===== src/rtl/ipg_pkg.sv =====
// Shared constants for the inverter protection and gate-gating block.
// Assumes a single free-running 40 MHz logic clock; all times below are
// turned into cycle counts here so both design files agree on them.
package ipg_pkg;

   // Logic clock rate in MHz (25 ns period)
   localparam int CLK_FREQ_MHZ = 40;

   // Number of inverter phases
   localparam int PHASES = 3;

   // Least time to whole cycles, rounded up, never below one
   function automatic int ipg_cyc_least(input int time_ns);
      int cyc;
      cyc = (time_ns * CLK_FREQ_MHZ + 999) / 1000;
      return (cyc < 1) ? 1 : cyc;
   endfunction : ipg_cyc_least

   // Supply undervoltage noise filter, ns
   localparam int UV_FILT_NS = 3000;
   // High-side shutdown input filter, ns
   localparam int SD_FILT_NS = 3300;
   // Least low pulse on the fault line taken as a shutdown, ns
   localparam int FO_IN_NS = 6000;
   // Blanking time for limit and trip comparators, ns
   localparam int BLANK_NS = 2000;
   // Fault hold time after an overcurrent trip, ns
   localparam int OCP_HOLD_NS = 25000;

   // Derived cycle counts
   localparam int UV_FILT_CYC = ipg_cyc_least(UV_FILT_NS);
   localparam int SD_FILT_CYC = ipg_cyc_least(SD_FILT_NS);
   localparam int FO_IN_CYC = ipg_cyc_least(FO_IN_NS);
   localparam int BLANK_CYC = ipg_cyc_least(BLANK_NS);
   localparam int OCP_HOLD_CYC = ipg_cyc_least(OCP_HOLD_NS);

   // Hold counter width
   localparam int HOLD_W = $clog2(OCP_HOLD_CYC + 1);

   // Bit positions inside the undervoltage filter vector
   localparam int UV_HS_STOP_LSB = 0;
   localparam int UV_HS_START_LSB = 3;
   localparam int UV_LS_STOP_BIT = 6;
   localparam int UV_LS_START_BIT = 7;
   localparam int UV_W = 8;

   // Overcurrent trip sequencer states
   typedef enum logic {
      OCP_IDLE = 1'b0,
      OCP_HOLD = 1'b1
   } ipg_ocp_state_t;

endpackage : ipg_pkg


===== src/rtl/ipg_filt_if.sv =====
// Carrier between the protection core and its input filters.
// Assumes the core drives raw and the filter drives filt on the same clock.
`timescale 1ns/10ps
interface ipg_filt_if #(
   parameter int W = 1
);
   logic [W-1:0] raw; // Unfiltered indications
   logic [W-1:0] filt; // Filtered, registered indications

   // Side that owns the raw indications
   modport src (output raw, input filt);
   // Side that filters them
   modport flt (input raw, output filt);
endinterface : ipg_filt_if


===== src/rtl/ipg_filter.sv =====
// Persistence filter: each channel takes a new level only after the raw
// level has differed for COUNT cycles. With SYM=0 a low raw level clears
// the channel at once, which suits blanking-type detectors.
// Assumes raw is synchronous to clk_i.
`timescale 1ns/10ps
module ipg_filter
   import ipg_pkg::*;
#(
   parameter int W = 1,
   parameter int COUNT = 4,
   parameter bit SYM = 1'b1
) (
   input wire logic clk_i,
   input wire logic rst_n_i,
   ipg_filt_if.flt f
);
   localparam int CW = $clog2(COUNT + 1);

   // Whole state of the filter
   typedef struct packed {
      logic [W-1:0][CW-1:0] cnt; // Cycles of disagreement per channel
      logic [W-1:0] out;         // Filtered level per channel
   } ipg_filt_state_t;

   ipg_filt_state_t s_q;
   ipg_filt_state_t s_d;

   // Next state per channel
   always_comb begin
      s_d = s_q;
      for (int i = 0; i < W; i++) begin
         if (f.raw[i] == s_q.out[i]) begin
            // Agreement restarts the count, so glitches never add up
            s_d.cnt[i] = '0;
         end else if (!SYM && !f.raw[i]) begin
            // Fast release for one-sided detectors
            s_d.out[i] = 1'b0;
            s_d.cnt[i] = '0;
         end else if (s_q.cnt[i] == CW'(COUNT - 1)) begin
            s_d.out[i] = f.raw[i];
            s_d.cnt[i] = '0;
         end else begin
            s_d.cnt[i] = s_q.cnt[i] + CW'(1);
         end
      end
   end

   // State register
   always_ff @(posedge clk_i or negedge rst_n_i) begin
      if (!rst_n_i) begin
         s_q <= '0;
      end else begin
         s_q <= s_d;
      end
   end

   assign f.filt = s_q.out;

   if (!SYM) begin : g_fast

   end
endmodule : ipg_filter


===== src/rtl/ipg_gate_protect.sv =====
// Protection and gate-gating core for a three-phase inverter driver.
// Assumes comparator results arrive as digital levels synchronous to
// clk_i, and that the fault line has an external pull-up.
`timescale 1ns/10ps
module ipg_gate_protect
   import ipg_pkg::*;
(
   input wire logic clk_i,
   input wire logic rst_n_i,
   input wire logic [2:0] high_phase_input_i,
   input wire logic [2:0] low_phase_input_i,
   input wire logic high_shutdown_input_i,
   input wire logic shunt_sense_limit_i,
   input wire logic shunt_sense_trip_i,
   input wire logic [2:0] high_supply_stop_i,
   input wire logic [2:0] high_supply_start_i,
   input wire logic low_supply_stop_i,
   input wire logic low_supply_start_i,
   input wire logic thermal_trip_i,
   input wire logic thermal_release_i,
   input wire logic fault_line_i,
   output logic fault_line_o,
   output logic fault_line_oe_n_o,
   output logic [2:0] high_gate_cmd_o,
   output logic [2:0] low_gate_cmd_o,
   output logic current_limit_flag_o
);

   // Whole state of the core
   typedef struct packed {
      logic [2:0] hs_uv;        // High supply undervoltage per phase
      logic ls_uv;              // Low supply undervoltage
      logic [2:0] hs_lock;      // High gate held off until a rising edge
      logic [2:0] hin_prev;     // Last high command, for edge detection
      logic current_limit_flag;                // Current limiting active
      logic thermal_shutdown;                // Thermal shutdown active
      ipg_ocp_state_t ocp_st;   // Trip sequencer
      logic [HOLD_W-1:0] hold;  // Remaining hold cycles
      logic fault_oe_n;         // Fault line release (low = pulled low)
      logic [2:0] hgate;        // Registered high gate commands
      logic [2:0] lgate;        // Registered low gate commands
   } ipg_state_t;

   // High gates start locked so nothing turns on before a fresh edge
   localparam ipg_state_t RESET_STATE = '{
      hs_uv: 3'h0, ls_uv: 1'b0, hs_lock: 3'h7, hin_prev: 3'h0,
      current_limit_flag: 1'b0, thermal_shutdown: 1'b0, ocp_st: OCP_IDLE, hold: '0,
      fault_oe_n: 1'b1, hgate: 3'h0, lgate: 3'h0};

   ipg_state_t s_q;
   ipg_state_t s_d;

   // Filter carriers
   ipg_filt_if #(.W(UV_W)) uv_if ();
   ipg_filt_if #(.W(1)) sd_if ();
   ipg_filt_if #(.W(1)) fo_if ();
   ipg_filt_if #(.W(1)) ocl_if ();
   ipg_filt_if #(.W(1)) ocp_if ();

   // Raw indications into the filters
   assign uv_if.raw = {low_supply_start_i, low_supply_stop_i,
                       high_supply_start_i, high_supply_stop_i};
   assign sd_if.raw = high_shutdown_input_i;
   assign fo_if.raw = ~fault_line_i; // Line low counts as asserted
   assign ocl_if.raw = shunt_sense_limit_i;
   assign ocp_if.raw = shunt_sense_trip_i;

   // Supply filters; start and stop levels both filtered
   ipg_filter #(.W(UV_W), .COUNT(UV_FILT_CYC), .SYM(1'b1))
      u_uv_filt (
      .clk_i(clk_i),
      .rst_n_i(rst_n_i),
      .f(uv_if.flt)
   );

   // Shutdown input filter, both edges
   ipg_filter #(.W(1), .COUNT(SD_FILT_CYC), .SYM(1'b1)) u_sd_filt (
      .clk_i(clk_i),
      .rst_n_i(rst_n_i),
      .f(sd_if.flt)
   );

   // External shutdown on the fault line; released as soon as it goes high
   ipg_filter #(.W(1), .COUNT(FO_IN_CYC), .SYM(1'b0)) u_fo_filt (
      .clk_i(clk_i),
      .rst_n_i(rst_n_i),
      .f(fo_if.flt)
   );

   // Limit blanking; drop below the reference clears at once
   ipg_filter #(.W(1), .COUNT(BLANK_CYC), .SYM(1'b0)) u_ocl_blank (
      .clk_i(clk_i),
      .rst_n_i(rst_n_i),
      .f(ocl_if.flt)
   );

   // Trip blanking; the hold timer keeps the fault after release
   ipg_filter #(.W(1), .COUNT(BLANK_CYC), .SYM(1'b0)) u_ocp_blank (
      .clk_i(clk_i),
      .rst_n_i(rst_n_i),
      .f(ocp_if.flt)
   );

   // Filtered levels
   logic [2:0] hs_stop_f;
   logic [2:0] hs_start_f;
   logic ls_stop_f;
   logic ls_start_f;
   logic sd_f;
   logic fo_ext_f;
   logic ocp_f;
   logic ocp_hold_q;
   logic [2:0] hin_rise;
   logic [2:0] hs_block;

   assign hs_stop_f = uv_if.filt[UV_HS_STOP_LSB +: PHASES];
   assign hs_start_f = uv_if.filt[UV_HS_START_LSB +: PHASES];
   assign ls_stop_f = uv_if.filt[UV_LS_STOP_BIT];
   assign ls_start_f = uv_if.filt[UV_LS_START_BIT];
   assign sd_f = sd_if.filt[0];
   assign fo_ext_f = fo_if.filt[0];
   assign ocp_f = ocp_if.filt[0];
   assign ocp_hold_q = (s_q.ocp_st == OCP_HOLD);

   // Edge detect and lock causes per phase
   assign hin_rise = high_phase_input_i & ~s_q.hin_prev;
   assign hs_block = s_q.hs_uv | {PHASES{s_q.ls_uv | s_q.current_limit_flag}};

   // Next-state logic for all protections and gates
   always_comb begin
      s_d = s_q;
      s_d.hin_prev = high_phase_input_i;
      // Supply hysteresis: stop wins over start if both seen
      for (int i = 0; i < PHASES; i++) begin
         if (hs_stop_f[i]) begin
            s_d.hs_uv[i] = 1'b1;
         end else if (hs_start_f[i]) begin
            s_d.hs_uv[i] = 1'b0;
         end
      end
      if (ls_stop_f) begin
         s_d.ls_uv = 1'b1;
      end else if (ls_start_f) begin
         s_d.ls_uv = 1'b0;
      end
      // Current limit follows the blanked comparator
      s_d.current_limit_flag = ocl_if.filt[0];
      // Thermal hysteresis
      if (thermal_trip_i) begin
         s_d.thermal_shutdown = 1'b1;
      end else if (thermal_release_i) begin
         s_d.thermal_shutdown = 1'b0;
      end
      // Trip sequencer; a trip seen again restarts the hold
      unique case (s_q.ocp_st)
         OCP_IDLE: begin
            if (ocp_f) begin
               s_d.ocp_st = OCP_HOLD;
               s_d.hold = HOLD_W'(OCP_HOLD_CYC - 1);
            end
         end
         OCP_HOLD: begin
            if (ocp_f) begin
               s_d.hold = HOLD_W'(OCP_HOLD_CYC - 1);
            end else if (s_q.hold == '0) begin
               s_d.ocp_st = OCP_IDLE;
            end else begin
               s_d.hold = s_q.hold - HOLD_W'(1);
            end
         end
      endcase
      // Lock each high gate while a cause holds, free it on a rising edge
      for (int i = 0; i < PHASES; i++) begin
         if (hs_block[i]) begin
            s_d.hs_lock[i] = 1'b1;
         end else if (hin_rise[i]) begin
            s_d.hs_lock[i] = 1'b0;
         end
      end
      // High gates: command and no lock and no shutdown input
      s_d.hgate = high_phase_input_i & ~s_d.hs_lock
                  & ~{PHASES{sd_f}};
      // Low gates follow commands even while limiting
      s_d.lgate = low_phase_input_i
                  & ~{PHASES{s_q.ls_uv | ocp_hold_q | s_q.thermal_shutdown | fo_ext_f}};
      // Only low supply, trip hold and thermal pull the fault line
      s_d.fault_oe_n = ~(s_q.ls_uv | ocp_hold_q | s_q.thermal_shutdown);
   end

   // State register
   always_ff @(posedge clk_i or negedge rst_n_i) begin
      if (!rst_n_i) begin
         s_q <= RESET_STATE;
      end else begin
         s_q <= s_d;
      end
   end

   // Open-drain fault line only ever pulls low
   assign fault_line_o = 1'b0;
   assign fault_line_oe_n_o = s_q.fault_oe_n;
   assign high_gate_cmd_o = s_q.hgate;
   assign low_gate_cmd_o = s_q.lgate;
   assign current_limit_flag_o = s_q.current_limit_flag;
endmodule : ipg_gate_protect


===== config.mk =====
export PLATFORM = sky130hd
export DESIGN_NAME = ipg_gate_protect
export DESIGN_NICKNAME = d
export VERILOG_FILES = /design/src/rtl/ipg_pkg.sv /design/src/rtl/ipg_filt_if.sv /design/src/rtl/ipg_filter.sv /design/src/rtl/ipg_gate_protect.sv
export SDC_FILE = /design/constraint.sdc
export NUM_CORES = 1
export LEC_CHECK = 0
export BUFFER_PORTS_ARGS = -buffer_cell sky130_fd_sc_hd__buf_2
export CORE_AREA = 2 2 165 86
export CTS_CLUSTER_DIAMETER = 120
export CTS_CLUSTER_SIZE = 14
export DETAILED_ROUTE_END_ITERATION = 12
export DIE_AREA = 0 0 167 88
export SYNTH_ARGS = -nofsm -noshare
export SYNTH_HDL_FRONTEND = slang
export SYNTH_SLANG_ARGS = --single-unit
export TNS_END_PERCENT = 20

===== constraint.sdc =====
create_clock -name clk_i -period 3.66 [get_ports clk_i]
set_clock_uncertainty 0.05 [all_clocks]
set_input_delay 0.732 -clock clk_i [delete_from_list [all_inputs] [get_ports clk_i]]
set_output_delay 0.732 -clock clk_i [all_outputs]
set_load 0.01 [all_outputs]

Word-level counts from Yosys, hierarchy flattened
Cells that the tools add are included.
{"block": "word_totals", "regBits": 128, "latchBits": 0, "mem_bits_rw": 0, "romBits": 0, "input_bits": 22, "out_inout_bits": 9, "word_cells": 178, "mem_count": 0}
{"block": "op_classes", "add_sub_neg": 13, "n_mul": 0, "div": 0, "n_lt_le_gt_ge": 0, "n_eq_ne": 28, "n_shift": 0, "mux": 52, "bitwise": 28, "n_reduce_logical": 20}
{"operator": "$mux 7", "count": 20}
{"operator": "$add 7x1->7 const B", "count": 10}
{"operator": "$eq 7x7->1 const B", "count": 10}
{"operator": "$mux 8", "count": 6}
{"operator": "$reduce_and 2->1", "count": 13}
{"operator": "$pmux 11 s2", "count": 1}
{"operator": "$mux 1", "count": 21}
{"operator": "$mux 10", "count": 2}
{"operator": "$add 8x1->8 const B", "count": 2}
{"operator": "$eq 8x8->1 const B", "count": 2}
{"operator": "$not 1->1", "count": 15}
{"operator": "$and 3x3->3", "count": 4}
{"operator": "$eq 1x1->1", "count": 12}
{"operator": "$not 3->3", "count": 4}
{"operator": "$reduce_bool 2->1", "count": 6}
{"operator": "$mux 11", "count": 1}
{"operator": "$logic_not 10->1", "count": 1}
{"operator": "$sub 10x1->10 const B", "count": 1}
{"operator": "$mux 9", "count": 1}
{"operator": "$ne 2x1->1 const B", "count": 3}
{"operator": "$or 1x1->1", "count": 4}
{"operator": "$ne 3x2->1 const B", "count": 1}
{"operator": "$or 3x3->3", "count": 1}

Depth between registers and ports, before layout
{"block": "logic_depth", "depth_word": 7, "mapped_depth": 5, "mapped_depth_nobuf": 5}

Hierarchy
A second synthesis with hierarchy kept.
{"block": "unflattened", "cells_unflattened": 546, "area_unflattened_um2": 5851.9}
{"module": "ipg_filter (u_uv_filt)", "instances": 1, "cells_per_inst": 273, "area_per_inst_um2": 2912.8, "seq_area_each_um2": 1601.5}
{"module": "ipg_gate_protect", "instances": 1, "cells_per_inst": 116, "area_per_inst_um2": 1302.5, "seq_area_each_um2": 755.7}
{"module": "ipg_filter (u_ocl_blank ...)", "instances": 2, "cells_per_inst": 36, "area_per_inst_um2": 379.1, "seq_area_each_um2": 200.2}
{"module": "ipg_filter (u_fo_filt)", "instances": 1, "cells_per_inst": 43, "area_per_inst_um2": 441.7, "seq_area_each_um2": 225.2}
{"module": "ipg_filter (u_sd_filt)", "instances": 1, "cells_per_inst": 42, "area_per_inst_um2": 436.7, "seq_area_each_um2": 225.2}

Worst setup path after synthesis
Ideal clock, no wire load.
{"block": "synth_path", "path_kind": "register to register", "start": "register s_q[7] in the netlist's numbering", "end": "register s_q[14] in the netlist's numbering", "setup_ns": 0.124, "t_arrival_ns": 1.504, "required_time_ns": 3.486, "path_slack_ns": 1.982, "stages_incl_launch_ff": 5, "path_buffers": 1, "synth_period_minus_slack_ns": 1.678, "path_cell_list": "dfrtp_1 > or4b_1 > clkbuf_2 > o31a_1 > a211o_1"}
{"block": "synth_between", "elab_chain_len": 4, "elab_cells_between_ends": 7, "classes_between": "add/sub (1); eq/ne (1); mux (3); reduce/logical (2)"}
{"element": "start, declared", "line_no": "ipg_gate_protect.sv:50", "source": "ipg_state_t s_q;"}
{"element": "start signal, assigned", "line_no": "ipg_gate_protect.sv:193", "source": "s_q <= RESET_STATE;"}
{"element": "start signal, assigned", "line_no": "ipg_gate_protect.sv:195", "source": "s_q <= s_d;"}
{"element": "$sub 10x1->10", "line_no": "ipg_gate_protect.sv:168", "source": "s_d.hold = s_q.hold - HOLD_W'(1);"}
{"element": "$mux 10", "line_no": "ipg_gate_protect.sv:165", "source": "end else if (s_q.hold == '0) begin"}
{"element": "$mux 10", "line_no": "ipg_gate_protect.sv:163", "source": "if (ocp_f) begin"}
{"element": "$pmux 11 s2", "line_no": "ipg_gate_protect.sv:155", "source": "unique case (s_q.ocp_st)"}
Parallel ways exist; a longest one is shown, timed or not. The select of a mux whose other input is x is not followed.
A chain may end at the register's enable or synchronous reset.

==> impl_results.md <==
- Worst reg2reg endpoint: u_ocp_blank.s_q[4]
- CP endpoint kind: flip-flop
- Initial core utilization: 44.15%
- P_sw: 795.8 µW
- Drt drc: 0
- CP delay by family, top: compound AO/OA/AOI/OAI gates
- Num Clock Sinks: approximately 130
- Port Buf Inserts: 29
- Post-Syn Nets: 593
- Worst Max-Slew Pin Slew: approximately 950 ps
- Commonest non-fill, non-tap cell in the layout: dfrtp_1
- Min Hold Slack: 358.8 ps
- Number of I/O pins: 31
- Critical-path top delay cell: o311ai_0
- CP bufs+invs: 0
- Number of library cell types mapped by synthesis: 52
- Worst reg2reg path startpoint: u_ocp_blank.s_q[1]
- RSZ-0062 raised after global routing: false
- Post-route minimum period: 1951 ps
- Avg Inst Size Synth: 10.48 µm²
- Die span in x: 167 µm
- FMAX: 512.7 MHz
- Final HPWL DP: 7.549 mm
- Num CTS Buffers: 17
- PD cells: 493.0 nW/µm²
- R2R setup slack: 1710 ps
- Site Rows: 30
- Comb pwr share: 4.3%
- Syn-to-layout area delta: 15.53%
- Final hold vios: 0
- Inserted Diodes: 0
- CTS Hold Buffers Added: 0
- EDFF count, synth: 0
- Gpl congestion: ~0.8
- Ys flop type: dfrtp_1
- Final setup violation count: 0
- Layout Nets: approximately 630
- Clk network pwr share: between 50% and 60%
- Period utilisation layout: 53.29%
- Die area: 14700 µm²
- GR Overflow Total: 0
- Worst path arrival time: 2160 ps
- Crit-path max FO: 5
- H-tree depth: 4
- Synthesis warning total: 0
- CTS tree: built
- GRT Total Usage: 16.25%
- 1st-iter DRT viols: 356
- Internal power: 2536 µW
- Worst hold path type: in -> async
- Ys async rst share: 100.0%
- Worst EP required: 3870 ps
- Antenna viol nets, final: 0
- Number of global-route vias before repair: around 4000
- Pin count of the biggest net entering global routing: 62
- CTS-repair resized insts: 0
- Setup TNS: 0 ps
- First-pass iteration count of the detailed router: 5
- Clock-pin slew on the worst setup and hold paths: 60 ps
- Via count: 4070
- Setup bufs post-CTS: 0
- Gate Count Post-Synth: 558
- Static leakage: just over 0.003 µW
- Critical Path Start Type: flip-flop
- Routed WL: 10.69 mm
- Fin. max-slew vios: 0
- CP Cell Sequence: ha_1, nand3_1, o311ai_0, nor2_1
- Seq cells post-synth: 128
- Worst setup path class: reg -> reg
- Reg power frac: about 45%
- Via density: 5.198
- Clk buf depth: 2
- Sw Share: 23.88%
- Worst IR Drop VDD: approximately 0.00035 V
- Layout cells sized above 1: 14.66%
- CP peak stage delay: 870 ps
- Die H: 88 µm
- Initial antenna violation count: 0
- Core Footprint: 13250 µm²
- Most frequent cells in the layout: dfrtp_1 (124), nor2_1 (69), nand3_1 (39), nand2_1 (32), buf_2 (28)
- First-pass GRT wire length: 18.86 mm
- Root buffer cell: clkbuf_16
- Reg2Reg Depth: 4
- Sequential fraction of the synthesis area: 54.83%
- Routed len/inst: 13.66 µm
- Clk Latency, worst-skew pair: 410 ps
- MaxCap Viol Count: 0
- Worst rel slew slack: 35.64%
- Outcome: completed
- Synthesized cell area: 5851 µm²
-- sequential cells by signal, summed over array words and instances (netlist names) --
signal                flops
low_gate_cmd_o            3
u_uv_filt.s_q            56
fault_line_oe_n_o         1
u_fo_filt.f.filt          1
u_ocl_blank.s_q           7
s_q                      21
u_ocl_blank.f.filt        1
u_ocp_blank.f.filt        1
u_sd_filt.f.filt          1
ocp_hold_q                1
u_uv_filt.f.filt          8
u_sd_filt.s_q             8
current_limit_flag_o      1
high_gate_cmd_o           3
u_fo_filt.s_q             8
u_ocp_blank.s_q           7
-- cell type report --
cell class | instances | area (µm²)
clock buffers | 17 | 425.4
clock inverters | 15 | 172.7
fillers | 1153 | 6491
inverters | 21 | 78.83
multi-input cells | 395 | 2479
flip-flops and latches | 128 | 3208
well taps | 176 | 220.2
repair buffers | 31 | 175.2
-- worst max path at each step --
stage | start | end | slack (ps) | cells past startpoint
floorplan | s_q[7] | s_q[14] | 1980 | 4
global placement | u_ocp_blank.s_q[1] | u_ocp_blank.s_q[5] | 1770 | 4
detailed placement | u_ocp_blank.s_q[1] | u_ocp_blank.s_q[4] | 1720 | 4
CTS | u_ocp_blank.s_q[1] | u_ocp_blank.s_q[4] | 1710 | 4
global route | u_ocp_blank.s_q[1] | u_ocp_blank.s_q[5] | 1390 | 4
finish | u_ocp_blank.s_q[1] | u_ocp_blank.s_q[4] | 1710 | 4
-- cells in the mapped netlist, types with 3 or more instances --
cell       instances  share of area (%)
o21bai_1           4               0.51
nor4_1             5               0.53
o31ai_1            3               0.38
or3b_2             8                1.2
mux2_2             9                1.7
a31oi_1            3               0.32
dfstp_2            4                1.8
xor2_1            27                4.0
nor2b_1            4               0.43
nand2b_1          11                1.2
nor3_1             7               0.60
ha_1              13                2.8
xnor2_1           20                3.0
or2_2              3               0.32
nand3_1           39                3.3
or4_1              4               0.51
a21o_1             5               0.64
o21ai_0           26                2.2
and2_1            10                1.1
a2111oi_0          3               0.45
nand3b_1           4               0.51
clkbuf_1           4               0.26
dfrtp_1          124                 53
a21oi_1           27                2.3
or3_1             18                1.9
nand2_1           32                2.1
nand4_1           12                1.3
nor2_1            69                4.4
buf_4              8                1.0
inv_1             21                1.3
-- per-stage QoR --
stage	cells	area (µm²)	setup WS, ps	util [%]	total power [µW]
floorplan	558	5851	1982	-	1598
global placement	751	6161	1772	46.50	1665
detailed placement	751	6161	1723	46.50	1670
CTS	783	6759	1713	51.01	3384
global route	783	6759	1394	51.01	3485
finish	783	6759	1709	51.01	3332
-- kinds of logic (layout without fill, tap and decap cells) --
logic type,count (synthesis),after routing,synth area share [%]
and+or+nand+nor,235,235,20.96
DFF,128,128,54.83
AOI/OAI and AO/OA,88,88,9.453
xor gates and xnor gates,47,47,7.036
buffers and inverters,35,84,2.801
adders and majority gates,13,13,2.780
muxes,11,11,2.074
other,1,1,0.06410
-- per-layer routing --
layer	track usage (%)	vias to the layer above	share of wire, %	routed length [µm]
met3	4.293	9	3.3	355
met1	23.66	1976	54	5761
met5	0	-	0	0
li1	-	2027	-	-
met2	23.23	58	42	4442
met4	6.505	0	1.2	133
-- power groups by stage --
stage                     clock [µW]  sequential (µW)  combinational, µW
after floorplan                    0             1510               86.3
after global placement             0             1520                144
after detailed placement           0             1520                148
after CTS                       1740             1500                148
after global routing            1810             1500                169
final                           1690             1500                144
Note: power is estimated with default switching activity, not from simulation.
